### config.mk
export PLATFORM = sky130hd
export DESIGN_NAME = mct_timing_top
export DESIGN_NICKNAME = d
export VERILOG_FILES = /design/src/rtl/mct_timing_top.v /design/src/rtl/mct_sync3.v
export VERILOG_INCLUDE_DIRS = /design/src /design/src/rtl
export SDC_FILE = /design/constraint.sdc
export NUM_CORES = 1
export LEC_CHECK = 0
export ABC_AREA = 0
export BUFFER_PORTS_ARGS = -buffer_cell sky130_fd_sc_hd__buf_4
export CAP_MARGIN = 20
export CORE_AREA = 2 2 61 63
export DETAILED_ROUTE_END_ITERATION = 8
export DIE_AREA = 0 0 63 65
export GPL_TIMING_DRIVEN = 0
export PLACE_DENSITY_LB_ADDON = 0.05
export SYNTH_ARGS = -nofsm -noshare
export SYNTH_HDL_FRONTEND = slang
export SYNTH_SLANG_ARGS = --single-unit
### constraint.sdc
create_clock -name i_sys_clk -period 1.25 [get_ports i_sys_clk]
set_input_delay 0.125 -clock i_sys_clk [delete_from_list [all_inputs] [get_ports i_sys_clk]]
set_output_delay 0.125 -clock i_sys_clk [all_outputs]
set_load 0.005 [all_outputs]
### src/rtl/mct_defs.vh
`ifndef MCT_DEFS_VH
`define MCT_DEFS_VH

// ****************************************
// machine cycle layout
// ****************************************
`define MCT_STATE_W        3
`define MCT_STATE_FIRST    3'h0
`define MCT_STATE_SIXTH    3'h5
`define MCT_STATES_PER_MC  6
`define MCT_OSC_PER_STATE  2
`define MCT_OSC_PER_MC     (`MCT_STATES_PER_MC * `MCT_OSC_PER_STATE)

// ****************************************
// address latch strobe windows
// ****************************************
`define MCT_ALE_ON_A       3'h0
`define MCT_ALE_ON_B       3'h3

// ****************************************
// reset pin qualification
// ****************************************
`define MCT_RST_MC         2
`define MCT_RST_CYCLES     (`MCT_RST_MC * `MCT_OSC_PER_MC)
`define MCT_RST_CNT_W      5

// ****************************************
// reset values
// ****************************************
`define MCT_RST_PHASE      1'h0
`define MCT_RST_EMUL       1'h0

`endif

### src/rtl/mct_timing_top.v
`timescale 1ns/10ps
`default_nettype none
`include "mct_defs.vh"

// What this block does
// - emulation entered: strobe low in reset, program strobe high, strobe low at release
// - emulation: port 0 floats, other ports and both strobes weakly pulled high
// - oscillator keeps running throughout emulation mode
// - emulation left only when a fresh valid reset is applied
// - power-down bit set outside emulation opens oscillator feedback while it stays one
// - machine cycle steps through six states, first to sixth
// - each state lasts two oscillator periods, twelve per machine cycle
// - each state split into phase one and phase two halves
// - address strobe pulses at one sixth osc rate, skipping one per data access
// - reset pin must stay high two machine cycles with oscillator running
// - in power-down outside core reset both strobes driven low
module mct_timing_top (
  input  wire                    i_sys_clk,
  input  wire                    i_rst_b,
  input  wire                    i_rst_pin,
  input  wire                    i_ale_pin,
  input  wire                    i_prog_store_strobe_pin,
  input  wire                    i_power_down_bit,
  input  wire                    i_ext_data_access,
  input  wire                    i_prog_fetch,
  output reg  [`MCT_STATE_W-1:0] o_state,
  output reg                     o_phase2,
  output reg                     o_core_reset,
  output reg                     o_osc_fb_open,
  output reg                     o_emul_mode,
  output reg                     o_ale,
  output reg                     o_ale_oe_b,
  output reg                     o_prog_store_strobe,
  output reg                     o_prog_store_strobe_oe_b,
  output reg                     o_port0_float,
  output reg                     o_ports_weak_pull
);

  // ****************************************
  // reset release and pin synchronisers
  // ****************************************
  reg  rst_m_q;
  reg  rst_n_q;
  wire [2:0] pins_raw;
  wire [2:0] pins_sync;

  always @(posedge i_sys_clk or negedge i_rst_b) begin
    if (!i_rst_b) begin
      rst_m_q <= 1'h0;
      rst_n_q <= 1'h0;
    end else begin
      rst_m_q <= 1'h1;
      rst_n_q <= rst_m_q;
    end
  end

  assign pins_raw = {i_prog_store_strobe_pin, i_ale_pin, i_rst_pin};

  genvar g;
  generate
    for (g = 0; g < 3; g = g + 1) begin : g_sync
      mct_sync3 u_sync (
        .i_sys_clk (i_sys_clk),
        .i_rst_n   (rst_n_q),
        .i_pin     (pins_raw[g]),
        .o_level_q (pins_sync[g])
      );
    end
  endgenerate

  wire rst_pin_s  = pins_sync[0];
  wire ale_pin_s  = pins_sync[1];
  wire prog_store_strobe_pin_s = pins_sync[2];

  // ****************************************
  // oscillator control
  // ****************************************
  reg  emul_q;
  // feedback opens on power-down, never in emulation
  wire osc_stop = i_power_down_bit & ~emul_q;

  // ****************************************
  // reset pin qualification
  // ****************************************
  reg  [`MCT_RST_CNT_W-1:0] rst_cnt_q;
  reg                       core_rst_q;
  reg                       strap_seen_q;

  always @(posedge i_sys_clk or negedge rst_n_q) begin
    if (!rst_n_q) begin
      rst_cnt_q  <= {`MCT_RST_CNT_W{1'h0}};
      core_rst_q <= 1'h1;
    end else if (!rst_pin_s) begin
      rst_cnt_q  <= {`MCT_RST_CNT_W{1'h0}};
      core_rst_q <= 1'h0;
    end else if (!osc_stop) begin
      if (rst_cnt_q == `MCT_RST_CYCLES - 1) begin
        core_rst_q <= 1'h1;
      end else begin
        rst_cnt_q <= rst_cnt_q + 1'h1;
      end
    end
  end

  // ****************************************
  // emulation entry
  // ****************************************
  always @(posedge i_sys_clk or negedge rst_n_q) begin
    if (!rst_n_q) begin
      emul_q       <= `MCT_RST_EMUL;
      strap_seen_q <= 1'h0;
    end else if (core_rst_q) begin
      emul_q <= 1'h0;
      // strap: strobe low with program strobe high
      if (!ale_pin_s && prog_store_strobe_pin_s) begin
        strap_seen_q <= 1'h1;
      end else if (ale_pin_s) begin
        strap_seen_q <= 1'h0;
      end
      // strobe still low as reset drops
      if (!rst_pin_s && strap_seen_q && !ale_pin_s) begin
        emul_q <= 1'h1;
      end
    end else begin
      strap_seen_q <= 1'h0;
    end
  end

  // ****************************************
  // state and phase sequencer
  // ****************************************
  reg [`MCT_STATE_W-1:0] state_q;
  reg                    phase_q;

  // held at first state in reset, frozen while clock stopped
  always @(posedge i_sys_clk or negedge rst_n_q) begin
    if (!rst_n_q) begin
      state_q <= `MCT_STATE_FIRST;
      phase_q <= `MCT_RST_PHASE;
    end else if (core_rst_q) begin
      state_q <= `MCT_STATE_FIRST;
      phase_q <= `MCT_RST_PHASE;
    end else if (!osc_stop) begin
      phase_q <= ~phase_q;
      // advance after phase two, wrap sixth to first
      if (phase_q) begin
        if (state_q == `MCT_STATE_SIXTH) begin
          state_q <= `MCT_STATE_FIRST;
        end else begin
          state_q <= state_q + 1'h1;
        end
      end
    end
  end

  // strobe is high from phase two of its state through phase one of the next
  function ale_window;
    input [`MCT_STATE_W-1:0] st;
    input                    ph;
    input [`MCT_STATE_W-1:0] base;
    begin
      ale_window = (st == base && ph) || (st == base + 3'h1 && !ph);
    end
  endfunction

  // twice per machine cycle; the first slot is skipped on data access
  wire ale_norm = (ale_window(state_q, phase_q, `MCT_ALE_ON_A) & ~i_ext_data_access)
                | ale_window(state_q, phase_q, `MCT_ALE_ON_B);

  // ****************************************
  // output registers
  // ****************************************
  always @(posedge i_sys_clk or negedge rst_n_q) begin
    if (!rst_n_q) begin
      o_state                  <= `MCT_STATE_FIRST;
      o_phase2                 <= 1'h0;
      o_core_reset             <= 1'h1;
      o_osc_fb_open            <= 1'h0;
      o_emul_mode              <= 1'h0;
      o_ale                    <= 1'h1;
      o_ale_oe_b               <= 1'h1;
      o_prog_store_strobe      <= 1'h1;
      o_prog_store_strobe_oe_b <= 1'h1;
      o_port0_float            <= 1'h0;
      o_ports_weak_pull        <= 1'h0;
    end else begin
      o_state       <= state_q;
      o_phase2      <= phase_q;
      o_core_reset  <= core_rst_q;
      o_osc_fb_open <= osc_stop;
      o_emul_mode   <= emul_q;
      // float port 0, weak pull on the rest
      o_port0_float     <= emul_q;
      o_ports_weak_pull <= emul_q;
      if (emul_q || core_rst_q) begin
        // weak pull only, so the emulator or strap can win the pins
        o_ale                    <= 1'h1;
        o_ale_oe_b               <= 1'h1;
        o_prog_store_strobe      <= 1'h1;
        o_prog_store_strobe_oe_b <= 1'h1;
      end else if (osc_stop) begin
        o_ale                    <= 1'h0;
        o_ale_oe_b               <= 1'h0;
        o_prog_store_strobe      <= 1'h0;
        o_prog_store_strobe_oe_b <= 1'h0;
      end else begin
        o_ale                    <= ale_norm;
        o_ale_oe_b               <= 1'h0;
        o_prog_store_strobe      <= ~i_prog_fetch;
        o_prog_store_strobe_oe_b <= 1'h0;
      end
    end
  end

endmodule // mct_timing_top

`default_nettype wire

### src/rtl/mct_sync3.v
`timescale 1ns/10ps
`default_nettype none

// three-stage pin synchroniser; output moves only when stages two and three agree
module mct_sync3 (
  input  wire i_sys_clk,
  input  wire i_rst_n,
  input  wire i_pin,
  output reg  o_level_q
);

  reg s1_q;
  reg s2_q;
  reg s3_q;

  always @(posedge i_sys_clk or negedge i_rst_n) begin
    if (!i_rst_n) begin
      s1_q      <= 1'h0;
      s2_q      <= 1'h0;
      s3_q      <= 1'h0;
      o_level_q <= 1'h0;
    end else begin
      s1_q <= i_pin;
      s2_q <= s1_q;
      s3_q <= s2_q;
      if (s2_q == s3_q) begin
        o_level_q <= s3_q;
      end
    end
  end

endmodule // mct_sync3

`default_nettype wire

* Word-level counts from Yosys, hierarchy flattened *
Cells that the tools add are included.
W data, S select, Z words.

word-level totals
  register bits = 36
  latch bits = 0
  RAM bits = 0
  memory bits (read-only) = 0
  input port bits = 8
  output and inout port bits = 13
  logic and storage cells = 89
  memories = 0

operators by class
  add/subtract/negate cells = 2
  $mul = 0
  divide/modulo/power cells = 0
  magnitude comparators = 0
  equal/unequal tests = 13
  shift operators = 0
  mux-type cells = 21
  bitwise logic cells = 7
  reductions and logical operators = 18

operators with widths
  kind                   count
  $mux W5                3
  $mux W1                14
  $mux W3                4
  $logic_and A1 B1 Y1    7
  $eq A3 B3 Y1 const B   2
  $ne A2 B2 Y1 const B   3
  $reduce_and A2 Y1      3
  $add A5 B1 Y5 const B  1
  $eq A5 B5 Y1 const B   1
  $not A1 Y1             4
  $add A3 B1 Y3 const B  1
  $eq A1 B1 Y1           3
  $eq A3 B1 Y1 const B   1
  $eq A3 B2 Y1 const B   1
  $logic_not A1 Y1       3
  $logic_not A3 Y1       1
  $logic_or A1 B1 Y1     3
  $ne A3 B1 Y1 const B   1
  $and A1 B1 Y1          2
  $ne A2 B1 Y1 const B   1
  $reduce_bool A2 Y1     1
  $or A1 B1 Y1           1

* Depth between registers and ports, before layout *
Gate-level depths: netlist of the first run.

  depth in word-level cells = 7
  depth in mapped cells = 4
  depth with buffers taken out = 4

* By module *
A second synthesis of the first run with hierarchy kept.

second synthesis, totals
  cell total of the unflattened synthesis = 103
  area, all modules = 1338.8 sq um

modules (own cells, without submodules)
  module          times used  cells an instance  area an instance (sq um)  sequential area each (sq um)
  mct_timing_top  1           88                 1004.7                    606.8
  mct_sync3       3           5                  111.4                     100.1

* Worst setup path before layout of the first run *
No wires, ideal clock.

  path type = reg-to-reg
  from = reg state_q[0]
  to = reg state_q[2]
  data arrival time = 1.459 ns
  required time = 1.172 ns
  slack = -0.287 ns
  stages on the path, launching flop included = 5
  buffers on the path = 0
  period minus slack after synthesis = 1.537 ns
  cell sequence = dfrtp_1 > and2_1 > ha_1 > or4_1 > a21oi_1

on the way
  word-level cells in the longest chain between the ends = 5
  elaborated cells between the ends (all ways) = 6
  classes of those cells = add/sub (1); eq/ne (1); mux (4)

ends and longest elaborated chain
  item                                           RTL line              source
  from (decl)                                    mct_timing_top.v:132  reg [`MCT_STATE_W-1:0] state_q;
  from (signal assigned)                         mct_timing_top.v:138  state_q <= `MCT_STATE_FIRST;
  from (signal assigned)                         mct_timing_top.v:141  state_q <= `MCT_STATE_FIRST;
  from (signal assigned)                         mct_timing_top.v:148  state_q <= `MCT_STATE_FIRST;
  $add A3 B1 Y3 or $eq A3 B3 Y1 (tied branches)  n/a
  $mux W3 *                                      mct_timing_top.v:147  if (state_q == `MCT_STATE_SIXTH) begin
  $mux W3 *                                      mct_timing_top.v:146  if (phase_q) begin
  $mux W3 *                                      mct_timing_top.v:143  end else if (!osc_stop) begin
  $mux W3 *                                      mct_timing_top.v:140  end else if (core_rst_q) begin

Every way passes the cells marked *; elsewhere a longest branch is shown, timed or not. The select of a mux whose other input is x is not followed.
A chain may end at the register's enable or synchronous reset.

* Final worst setup path of the first run *
Same ends and word-level chain as after synthesis.

==> summary.log, run 1 <==
[run_status] result of the run finished, violations left
[run_status] violations in the final reports setup timing
[sta] setup slack of the critical path after layout -0.1790 ns
[setup_path] required time of the critical path 1.54 ns
[sta] count of endpoints failing setup in the final report 2
[grt] global route overflow 0
[logic_synthesis] total standard cell area after synthesis 0.001325 mm^2
[sta] crit path time final 1.429 ns
[grt] number of global-route vias before repair 866
[clocking] clock insertion delay at the later pin of the skew report 0.34 ns
[die] die area 0.004095 mm^2
[power] VDD IR-drop max 0.8562 mV
[routing] mean number of vias per cell 4.679
[sta] slew of the pin with the lowest slew margin 0.5916 ns
[setup_path] peak per-stage delay on the critical path 0.45 ns
[clocking] CTS max path bufs 2
[sta] Hold Fails Final Rpt 0
[setup_path] endpoint arrival time on the critical path 1.72 ns
[cells_and_area] Total Nets Final 157
[cells_and_area] fraction of final layout cells sized beyond drive strength 1 0.4527
[logic_synthesis] sequential element share of the synthesized area 0.6846
[logic_synthesis] mean instance size in the synthesized netlist 13.12 um^2
[grt] maximum number of pins on one net before global-route repair 23
[die] I/O pins 21
[routing] post-detailed-route wirelength per cell 11.80 um
[sta] final period utilization 1.143
[placed_design] number of buffers inserted by port buffering 20
[sta] unrepaired setup endpoints after global routing true
[clocking] root cell of the clock tree sky130_fd_sc_hd__clkbuf_4
[routing] TritonRoute pass-1 iters 4
[routing] first-iteration detailed-routing DRC count 24
[cells_and_area] cell area after layout 0.001883 mm^2
[logic_synthesis] count of flip-flops with a built-in enable after synthesis 0
[flow_run] Max-cap violations 0
[power] Pwr Total 3.094 mW
[logic_synthesis] register bit total from synthesis 36
[clocking] number of H-tree levels 2
[cells_and_area] Diodes inserted 0
[die] total core area 0.003496 mm^2
[die] y dimension of the die 65 um
[die] total number of placement rows 22
[clocking] Num Clock Sinks 36
[cells_and_area] most frequent cells in the layout sky130_fd_sc_hd__buf_4 (32), sky130_fd_sc_hd__dfrtp_1 (30), sky130_fd_sc_hd__nor2_1 (6), sky130_fd_sc_hd__dlygate4sd3_1 (6)
[die] die width 63 um
[setup_path] Critical Path Start Type register
[logic_synthesis] synthesized instance count 101
[placed_design] gpl congestion 0.7875
[setup_path] Slowest cell on crit path sky130_fd_sc_hd__dfrtp_2
[sta] Max-Slew Margin vs Limit 0.6056
[cells_and_area] leading cell type in the layout, fill and taps excluded sky130_fd_sc_hd__buf_4
[power] Power Dens Cells 1643 mW/mm^2
[cells_and_area] final cell utilization of the core 0.5387
[placed_design] HPWL Detailed 1399 um
[sta] number of max-slew violations in the final report 0
[hold_path] path category of the worst min-delay check in -> reg
[grt] wire length of the first global-routing pass 4064 um
[clocking] clock buffer count from CTS 5
[routing] overall via count from detail_route 917
[routing] Detailed Route WL 2313 um
[setup_path] crit-path cells and2_4 > ha_4 > or4_4 > a21oi_2
[sta] Highest Clock Rate 0.6998 GHz
[clocking] clock transition at the registers of the reported paths 0.11 ns
[logic_synthesis] library cells used by synthesis 33
[sta] worst clock skew 0.007412 ns
[die] effective utilization at floorplan 0.3790
[cells_and_area] growth of design area from synthesis to finish 42.12%
[logic_synthesis] top flip-flop cell by instance count after synthesis sky130_fd_sc_hd__dfrtp_1
[logic_synthesis] number of nets produced by synthesis 111
[setup_path] Crit. End Element register
[setup_path] Setup Crit Path Kind reg -> reg
[routing] drc violations 0
[power] leakage power of the design 0.8668 nW
[clocking] TritonCTS clock tree built
[grt] antenna violations before repair 0
[logic_synthesis] total number of yosys warnings 0
[setup_path] largest fanout of any net on the critical path 3
[grt] total global-route track usage 0.1337
[logic_synthesis] share of synthesized registers carrying an async set or reset 1.000
[routing] number of routed nets with antenna violations 0
[placed_design] placed cell area 0.001563 mm^2
## report_power, final
group          internal (mW)  switching (mW)
combinational          0.472           0.312
sequential              1.35           0.146
clock                  0.417           0.398
total                   2.24           0.856
## stage by stage
stage	instances	setup TNS, ns	hold WS (ns)	setup WS [ns]
finish	196	-0.2075	0.01695	-0.1790
floorplan	101	-0.1458	-0.1706	-0.1458
global placement	169	-6.353	-0.09299	-0.2293
global route	196	-0.4514	0.01174	-0.2334
detailed placement	170	-0.7047	-0.09142	-0.2332
CTS	193	-0.1995	0.01045	-0.1995
## worst paths after layout
| path | from | end | slack [ns] | cells past startpoint |
|---|---|---|---|---|
| min in group asynchronous | i_rst_b | rst_m_q | 0.09 | 2 |
| worst min register to register | rst_n_q | g_sync[2].u_sync.s1_q | 0.25 | 0 |
| worst max-delay path | state_q[0] | state_q[2] | -0.18 | 4 |
| max in group asynchronous | rst_n_q | core_rst_q | 0.41 | 1 |
| worst max register to register | state_q[0] | state_q[2] | -0.18 | 4 |
| worst min-delay path | i_power_down_bit | o_ale | 0.02 | 2 |
## Yosys cell counts, drive strengths merged, types with 2 or more instances
master  count  share of area
dfrtp      31           0.59
a21oi       6          0.023
inv         6          0.017
nand2       6          0.017
nor2        6          0.017
dfstp       5          0.099
buf         3          0.017
maj3        3          0.023
o21ai       3          0.011
o31ai       3          0.017
clkbuf      2         0.0057
ha          2          0.019
mux2i       2          0.015
nand2b      2          0.015
nor2b       2         0.0094
nor3b       2          0.011
or4         2          0.011
xnor2       2          0.013
## per-layer routing
| layer | wire (um) | vias up | global-route usage | share of wire |
|---|---|---|---|---|
| met1 | 969 | 448 | 0.1453 | 0.42 |
| met2 | 1133 | 25 | 0.2168 | 0.49 |
| li1 | - | 436 | - | - |
| met4 | 78 | 0 | 0.09167 | 0.034 |
| met3 | 131 | 8 | 0.05035 | 0.057 |
| met5 | 0 | - | 0 | 0 |
## critical path: cells and delay by family (launching register included)
family	cells	cell delay (ns)
AO/OA/AOI/OAI	1	0.14
AND/OR/NAND/NOR	2	0.58
flip-flops	1	0.45
adder cells (fa/ha/maj)	1	0.20
## kinds of logic after synthesis
| group | synth area share |
|---|---|
| xor+xnor | 0.01322 |
| other cells | 0.002830 |
| flops | 0.6846 |
| fa+ha+maj | 0.04155 |
| compound gates | 0.08216 |
| mux | 0.02361 |
| buf+inv | 0.03966 |
| simple gates | 0.1124 |
## repair_timing
| action | in CTS | in global routing |
|---|---|---|
| resized for setup | 8 | 14 |
| setup buffers | 9 | 3 |
| pin swaps | 3 | 3 |
| endpoints found under the setup margin | 6 | 7 |
| endpoints found under the hold margin | 6 | 0 |
| hold buffers | 6 | 0 |
## sequential cells by signal, indices dropped and copies added, names as in the netlist
| signal | cells |
|---|---|
| core_rst_q | 1 |
| emul_q | 1 |
| g_sync.u_sync.o_level_q | 3 |
| g_sync.u_sync.s1_q | 3 |
| g_sync.u_sync.s2_q | 3 |
| g_sync.u_sync.s3_q | 3 |
| o_ale | 1 |
| o_core_reset | 1 |
| o_osc_fb_open | 1 |
| o_phase2 | 1 |
| o_ports_weak_pull | 1 |
| o_prog_store_strobe | 1 |
| o_prog_store_strobe_oe_b | 1 |
| o_state | 3 |
| phase_q | 1 |
| rst_cnt_q | 5 |
| rst_m_q | 1 |
| rst_n_q | 1 |
| state_q | 3 |
| strap_seen_q | 1 |
## area by class of cell
class / count / area (um^2)
clock inverter: 3 / 42.54
timing repair buffer: 39 / 339.1
sequential: 36 / 908.4
inverter: 6 / 27.53
tap: 48 / 60.06
fill: 310 / 1613
clock buffer: 5 / 37.54
multi-input combinational: 54 / 435.4
buffer: 5 / 32.53
(Power assumes the default switching activity.)
==> run 2: changes to the inputs <==
--- a/config.mk
+++ b/config.mk
@@ -7,11 +7,11 @@
 export NUM_CORES = 1
 export LEC_CHECK = 0
 export ABC_AREA = 0
-export BUFFER_PORTS_ARGS = -buffer_cell sky130_fd_sc_hd__buf_4
 export CAP_MARGIN = 20
-export CORE_AREA = 2 2 61 63
+export CORE_AREA = 4 4 63 65
 export DETAILED_ROUTE_END_ITERATION = 8
-export DIE_AREA = 0 0 63 65
+export DIE_AREA = 0 0 67 69
+export DONT_BUFFER_PORTS = 1
 export GPL_TIMING_DRIVEN = 0
 export PLACE_DENSITY_LB_ADDON = 0.05
 export SYNTH_ARGS = -nofsm -noshare
==> run 2 against run 1 <==
The flow still finishes with violations (setup timing). Flip-flop and latch count stayed put. Final area is 13% lower. Register-to-register slack hardly changed.
==> summary.log, run 2 (synthesis results as in run 1) <==
[run_status] result of the run finished, violations left
[run_status] violations in the final reports setup timing
[setup_path] largest fanout of any net on the critical path 3 [unchanged]
[sta] count of endpoints failing setup in the final report 1 [-1]
[grt] antenna violations before repair 0 [unchanged]
[hold_path] path category of the worst min-delay check in -> async
[setup_path] Critical R2R Capture state_q[2]
[setup_path] required time of the critical path 1.52 ns [-0.02 ns]
[flow_run] Max-cap violations 0 [unchanged]
[grt] wire length of the first global-routing pass 3739 um [-8.0%]
[routing] Detailed Route WL 2148 um [-7.1%]
[setup_path] endpoint arrival time on the critical path 1.69 ns [-0.03 ns]
[cells_and_area] number of flip-flops under the largest register name 5 [unchanged]
[clocking] CTS max path bufs 2 [unchanged]
[die] I/O pins 21 [unchanged]
[grt] total global-route track usage 0.1069 [-0.02679]
[cells_and_area] Fill cells 313 [+0.97%]
[placed_design] dpl cells 148 [-13%]
[setup_path] worst reg2reg path startpoint state_q[1]
[setup_path] Setup crit start state_q[1]
[sta] crit path time final 1.418 ns [-0.01100 ns]
[grt] number of global-route vias before repair 814 [-6.0%]
[sta] slew of the pin with the lowest slew margin 0.8045 ns [+0.2128 ns]
[routing] post-detailed-route wirelength per cell 12.56 um [+6.4%]
[die] effective utilization at floorplan 0.3971 [+0.01805]
[clocking] clock buffer count from CTS 5 [unchanged]
[placed_design] placed cell area 0.001410 mm^2 [-9.8%]
[routing] TritonRoute pass-1 iters 4 [unchanged]
[sta] final period utilization 1.134 [-0.008802]
[die] die width 67 um [+6.3%]
[routing] mean number of vias per cell 4.713 [+0.75%]
[setup_path] CP endpoint state_q[2]
[routing] overall via count from detail_route 806 [-12%]
[clocking] clock transition at the registers of the reported paths 0.11 ns [about the same]
[sta] setup slack of the critical path after layout -0.1680 ns [+0.01100 ns]
[cells_and_area] cell area after layout 0.001630 mm^2 [-13%]
[sta] Max-Slew Margin vs Limit 0.4637 [-0.1419]
[grt] global route overflow 0 [unchanged]
[clocking] Num Clock Sinks 36 [unchanged]
[clocking] number of H-tree levels 2 [unchanged]
[power] VDD IR-drop max 0.7278 mV [-15%]
[sta] Highest Clock Rate 0.7052 GHz [+0.78%]
[placed_design] number of buffers inserted by port buffering 0 [-100%]
[setup_path] Setup Crit Path Kind reg -> reg
[routing] drc violations 0 [unchanged]
[grt] maximum number of pins on one net before global-route repair 20 [-13%]
[cells_and_area] Diodes inserted 0 [unchanged]
[setup_path] Slowest cell on crit path sky130_fd_sc_hd__dfrtp_1
[sta] Hold Fails Final Rpt 0 [unchanged]
[power] leakage power of the design 0.7548 nW [-13%]
[power] Power Dens Cells 1558 mW/mm^2 [-5.1%]
[cells_and_area] Final Instance Count excl. Fillers 171 [-13%]
[cells_and_area] fraction of final layout cells sized beyond drive strength 1 0.2720 [-0.1807]
[routing] first-iteration detailed-routing DRC count 57 [+140%]
[die] y dimension of the die 69 um [+6.2%]
[placed_design] HPWL Detailed 1330 um [-5.0%]
[sta] worst clock skew 0.01230 ns [+0.004887 ns]
[die] die area 0.004623 mm^2 [+13%]
[clocking] TritonCTS clock tree built
[cells_and_area] Total Nets Final 134 [-15%]
[cells_and_area] most frequent cells in the layout sky130_fd_sc_hd__dfrtp_1 (30), sky130_fd_sc_hd__buf_4 (12), sky130_fd_sc_hd__nor2_1 (6), sky130_fd_sc_hd__a21oi_1 (6), sky130_fd_sc_hd__dlygate4sd3_1 (6)
[setup_path] crit-path cells and2_1 > ha_1 > or4_1 > a21oi_1
[sta] number of max-slew violations in the final report 0 [unchanged]
[cells_and_area] growth of design area from synthesis to finish 23.04%
[sta] unrepaired setup endpoints after global routing true
[placed_design] gpl congestion 0.7410 [-5.9%]
[setup_path] depth of the worst register-to-register path 4 [unchanged]
[clocking] clock insertion delay at the later pin of the skew report 0.33 ns [about the same]
[clocking] root cell of the clock tree sky130_fd_sc_hd__clkbuf_4
[die] total number of placement rows 21 [-4.5%]
[setup_path] reg2reg setup slack -0.17 ns [about the same]
[setup_path] Crit. End Element register
[routing] number of routed nets with antenna violations 0 [unchanged]
[setup_path] Critical Path Start Type register
[setup_path] peak per-stage delay on the critical path 0.41 ns [-0.04 ns]
[die] total core area 0.003337 mm^2 [-4.5%]
[cells_and_area] register with the highest flop count rst_cnt_q
[cells_and_area] leading cell type in the layout, fill and taps excluded sky130_fd_sc_hd__dfrtp_1
## run 2: cell types whose count changed in the layout (fill, tap and decap cells not counted), sizes merged
| cell | before | now |
|---|---|---|
| dlymetal6s4s | 0 | 1 |
| clkinvlp | 1 | 0 |
| clkbuf | 7 | 8 |
| bufinv | 1 | 0 |
| buf | 36 | 13 |
## run 2: worst min path at each step
stage / from / endpoint / slack [ns] / depth (start not counted)
final: i_rst_b / rst_m_q / 0.02 / 1
after global routing: i_rst_b / rst_m_q / 0.002 / 1
after CTS: i_rst_b / rst_m_q / 0.006 / 1
after detailed placement: i_rst_b / rst_m_q / -0.17 / 0
after global placement: i_rst_b / rst_n_q / -0.17 / 0
after floorplan: i_rst_b / rst_m_q / -0.17 / 0
## run 2: area by class of cell
type                            instances  area (um^2)  share of cell area
Sequential cell                        36        908.4              0.5572
Tap cell                               46        57.56             0.03530
Buffer                                  4        27.53             0.01688
Timing Repair Buffer                   17        167.7              0.1028
Inverter                                6        25.02             0.01535
Clock inverter                          1        5.005            0.003070
Multi-Input combinational cell         54        394.1              0.2418
Clock buffer                            7        45.04             0.02763
## run 2: critical path, delay by kind of cell, from the launching register on
kind | cells | cell delay [ns]
DFF | 1 | 0.41
adders and majority gates | 1 | 0.25
and+or+nand+nor | 2 | 0.56
AOI/OAI and AO/OA | 1 | 0.13
## run 2: repair_timing
| item | 4_1_cts | 5_1_grt |
|---|---|---|
| gates cloned | 0 | 0 |
| endpoints found under the hold margin | 8 | 0 |
| setup buffers | 8 | 1 |
| resized for setup | 6 | 5 |
| pin swaps | 2 | 0 |
| endpoints found under the setup margin | 6 | 4 |
| hold buffers | 7 | 0 |
## run 2: where the power goes
group	switching [mW]	internal [mW]	total, mW
Sequential	0.145	1.35	1.50
Clock	0.358	0.219	0.577
Combinational	0.216	0.252	0.468
## run 2: metal layers
metal | vias to the layer above | wire length [um] | global-route usage
met5 | - | 0 | 0
met3 | 7 | 142 | 0.03896
met1 | 387 | 975 | 0.1338
li1 | 389 | - | -
met4 | 0 | 45 | 0.06081
met2 | 23 | 984 | 0.1561
## run 2: stage by stage
stage / power [mW] / TNS (ns) / utilization / hold slack (ns) / worst slack, ns
after floorplan: 1.759 / -0.1458 / - / -0.1706 / -0.1458
after global placement: 1.839 / -5.428 / 0.4143 / -0.1705 / -0.2285
after CTS: 2.565 / -0.1833 / 0.4829 / 0.005737 / -0.1744
final: 2.541 / -0.1680 / 0.4886 / 0.02039 / -0.1680
after detailed placement: 1.856 / -0.6195 / 0.4226 / -0.1705 / -0.2099
after global routing: 2.707 / -0.2827 / 0.4886 / 0.001949 / -0.2288
==> run 3: changes to the inputs <==
--- a/config.mk
+++ b/config.mk
@@ -8,12 +8,13 @@
 export LEC_CHECK = 0
 export ABC_AREA = 0
 export CAP_MARGIN = 20
-export CORE_AREA = 4 4 63 65
+export CORE_AREA = 4 4 53 55
 export DETAILED_ROUTE_END_ITERATION = 8
-export DIE_AREA = 0 0 67 69
+export DIE_AREA = 0 0 57 59
 export DONT_BUFFER_PORTS = 1
 export GPL_TIMING_DRIVEN = 0
 export PLACE_DENSITY_LB_ADDON = 0.05
+export REMOVE_ABC_BUFFERS = 1
 export SYNTH_ARGS = -nofsm -noshare
 export SYNTH_HDL_FRONTEND = slang
 export SYNTH_SLANG_ARGS = --single-unit
==> run 3 against run 2 <==
The run still ends with setup timing left. Flip-flop and latch count stayed put. Critical path depth did not move. Non-clock buffer count down 3. Fmax grew 1.3%. Register-to-register slack improved by 0.02 ns. Combinational power up 22%. Count of clock-buffer cells in the layout fell by 1. Total power increased by 13%. Final area increased by 1.0%. Worst hold slack improved by 0.20 ns.
==> summary.log, run 3 (synthesis results as in run 1) <==
[run_status] violations in the final reports setup timing
[cells_and_area] fraction of final layout cells sized beyond drive strength 1 0.3033 [+0.03128]
[placed_design] placed cell area 0.001360 mm^2 [-3.5%]
[sta] accumulated negative setup slack -0.1954 ns [-0.02736 ns]
[routing] drc violations 0 [unchanged]
[setup_path] Crit. End Element register
[power] Int Pwr 2.087 mW [+15%]
[clocking] TritonCTS clock tree built
[clocking] clock transition at the registers of the reported paths 0.10 ns [about the same]
[power] VDD IR-drop max 1.180 mV [+62%]
[grt] wire length of the first global-routing pass 3732 um [-0.19%]
[setup_path] Critical Path Start Type register
[cells_and_area] register with the highest flop count rst_cnt_q
[die] I/O pins 21 [unchanged]
[placed_design] HPWL Detailed 1337 um [+0.51%]
[power] Pwr Total 2.866 mW [+13%]
[die] y dimension of the die 59 um [-14%]
[sta] unrepaired setup endpoints after global routing true
[cells_and_area] Fill cells 173 [-45%]
[die] die width 57 um [-15%]
[die] total number of placement rows 18 [-14%]
[routing] number of routed nets with antenna violations 0 [unchanged]
[grt] number of global-route vias before repair 811 [-0.37%]
[routing] overall via count from detail_route 811 [+0.62%]
[setup_path] Setup Crit Path Kind reg -> reg
[routing] first-iteration detailed-routing DRC count 12 [-79%]
[sta] Hold Fails Final Rpt 0 [unchanged]
[power] part of the total power dissipated in the clock network 0.275 [+0.048]
[sta] final period utilization 1.120 [-0.01445]
[clocking] clock buffer count from CTS 5 [unchanged]
[cells_and_area] cell area after layout 0.001647 mm^2 [+1.0%]
[routing] Detailed Route WL 2136 um [-0.56%]
[hold_path] path category of the worst min-delay check reg -> async
[clocking] number of H-tree levels 2 [unchanged]
[die] effective utilization at floorplan 0.5550 [+0.1580]
[cells_and_area] Diodes inserted 0 [unchanged]
[sta] setup slack of the critical path after layout -0.1500 ns [+0.01806 ns]
[flow_run] Max-cap violations 0 [unchanged]
[clocking] Num Clock Sinks 36 [unchanged]
[routing] post-detailed-route wirelength per cell 14.05 um [+12%]
[power] leakage power of the design 0.7455 nW [-1.2%]
[sta] count of endpoints failing setup in the final report 3 [+2]
[cells_and_area] final cell utilization of the core 0.6897 [+0.2012]
[sta] worst clock skew 0.008377 ns [-0.003922 ns]
[die] total core area 0.002387 mm^2 [-28%]
[clocking] clock insertion delay at the later pin of the skew report 0.33 ns [about the same]
[routing] TritonRoute pass-1 iters 4 [unchanged]
[power] switching power as a share of total power 0.2718 [-0.01102]
[setup_path] largest fanout of any net on the critical path 4 [+1]
[sta] Max-Slew Margin vs Limit 0.6510 [+0.1873]
[sta] crit path time final 1.400 ns [-0.01806 ns]
[grt] total global-route track usage 0.1513 [+0.04440]
[sta] Highest Clock Rate 0.7143 GHz [+1.3%]
[sta] slew of the pin with the lowest slew margin 0.5235 ns [-0.2810 ns]
[grt] global route overflow 0 [unchanged]
[cells_and_area] most frequent cells in the layout sky130_fd_sc_hd__dfrtp_1 (29), sky130_fd_sc_hd__dlygate4sd3_1 (8), sky130_fd_sc_hd__buf_4 (8)
[placed_design] gpl congestion 0.7108 [-4.1%]
[die] die area 0.003363 mm^2 [-27%]
[sta] Hold Worst Slack 0.2193 ns [+0.1989 ns]
[power] power dissipated by switching net loads 0.7790 mW [+8.4%]
[power] Comb power frac 0.199 [+0.015]
[grt] maximum number of pins on one net before global-route repair 25 [+25%]
[power] Power Dens Cells 1741 mW/mm^2 [+12%]
[cells_and_area] number of flip-flops under the largest register name 5 [unchanged]
[sta] number of max-slew violations in the final report 0 [unchanged]
[run_status] result of the run finished, violations left
[routing] mean number of vias per cell 5.336 [+13%]
[cells_and_area] growth of design area from synthesis to finish 24.27%
[setup_path] required time of the critical path 1.51 ns [about the same]
[placed_design] number of buffers inserted by port buffering 0 [unchanged]
[cells_and_area] Total Nets Final 131 [-2.2%]
[setup_path] endpoint arrival time on the critical path 1.66 ns [-0.03 ns]
[clocking] root cell of the clock tree sky130_fd_sc_hd__clkbuf_4
[grt] antenna violations before repair 0 [unchanged]
[cells_and_area] leading cell type in the layout, fill and taps excluded sky130_fd_sc_hd__dfrtp_1
[power] Sequential Power Share 0.526 [-0.062]
[clocking] CTS max path bufs 2 [unchanged]
==> run 3: cell count changes in the layout (fill, tap and decap cells not counted), sizes merged <==
cell,previous run,this run
buf,13,10
bufinv,0,1
clkbuf,8,6
dlygate4sd3,6,8
dlymetal6s4s,1,0
==> run 3: timing repair <==
action | 4_1_cts | 5_1_grt
pin swaps | 5 | 2
cloned | 0 | 0
hold buffers | 7 | 1
endpoints found under the hold margin | 8 | 2
setup buffers | 9 | 0
resized for setup | 8 | 8
setup endpoints to repair | 5 | 4
==> run 3: final timing paths <==
path | endpoint | from | depth (start not counted) | slack [ns]
min | g_sync[1].u_sync.s1_q | rst_n_q | 0 | 0.22
min reg2reg | g_sync[1].u_sync.s1_q | rst_n_q | 0 | 0.22
max in group asynchronous | o_ale | rst_n_q | 1 | 0.46
min in group i_sys_clk | g_sync[1].u_sync.s1_q | i_ale_pin | 1 | 0.34
max reg2reg | state_q[2] | state_q[0] | 4 | -0.15
max | state_q[2] | state_q[0] | 4 | -0.15
==> run 3: power groups by stage <==
stage	combinational (mW)	clock (mW)	sequential (mW)
after CTS	0.524	0.802	1.50
final	0.571	0.789	1.51
after detailed placement	0.310	0	1.55
after floorplan	0.245	0	1.51
after global routing	0.640	0.866	1.53
after global placement	0.277	0	1.55
==> run 3: area by class of cell <==
type / instances / area [um^2] / share of cell area
Multi-Input combinational cell: 54 / 416.7 / 0.2530
Tap cell: 30 / 37.54 / 0.02280
Sequential cell: 36 / 909.6 / 0.5524
Clock buffer: 6 / 41.29 / 0.02508
Clock inverter: 2 / 35.03 / 0.02128
Inverter: 6 / 27.53 / 0.01672
Timing Repair Buffer: 18 / 178.9 / 0.1087
==> run 3: stage by stage <==
step	std cells	setup WS [ns]
after global placement	126	-0.3627
after floorplan	96	-0.2866
after CTS	151	-0.1333
final	152	-0.1500
after global routing	152	-0.1874
after detailed placement	127	-0.3481
==> run 3: critical path, stage by stage (launching register included) <==
cell and delay, ns:
sky130_fd_sc_hd__dfrtp_2 0.42, sky130_fd_sc_hd__buf_6 0.12, sky130_fd_sc_hd__and3b_1 0.15, sky130_fd_sc_hd__or4_4 0.51
sky130_fd_sc_hd__a21oi_2 0.14
==> run 3: per-layer routing <==
metal / wire, um / up-vias / global-route usage
met3: 136 / 9 / 0.05664
li1: - / 385 / -
met1: 912 / 393 / 0.1912
met4: 70 / 0 / 0.09272
met5: 0 / - / 0
met2: 1016 / 24 / 0.2219
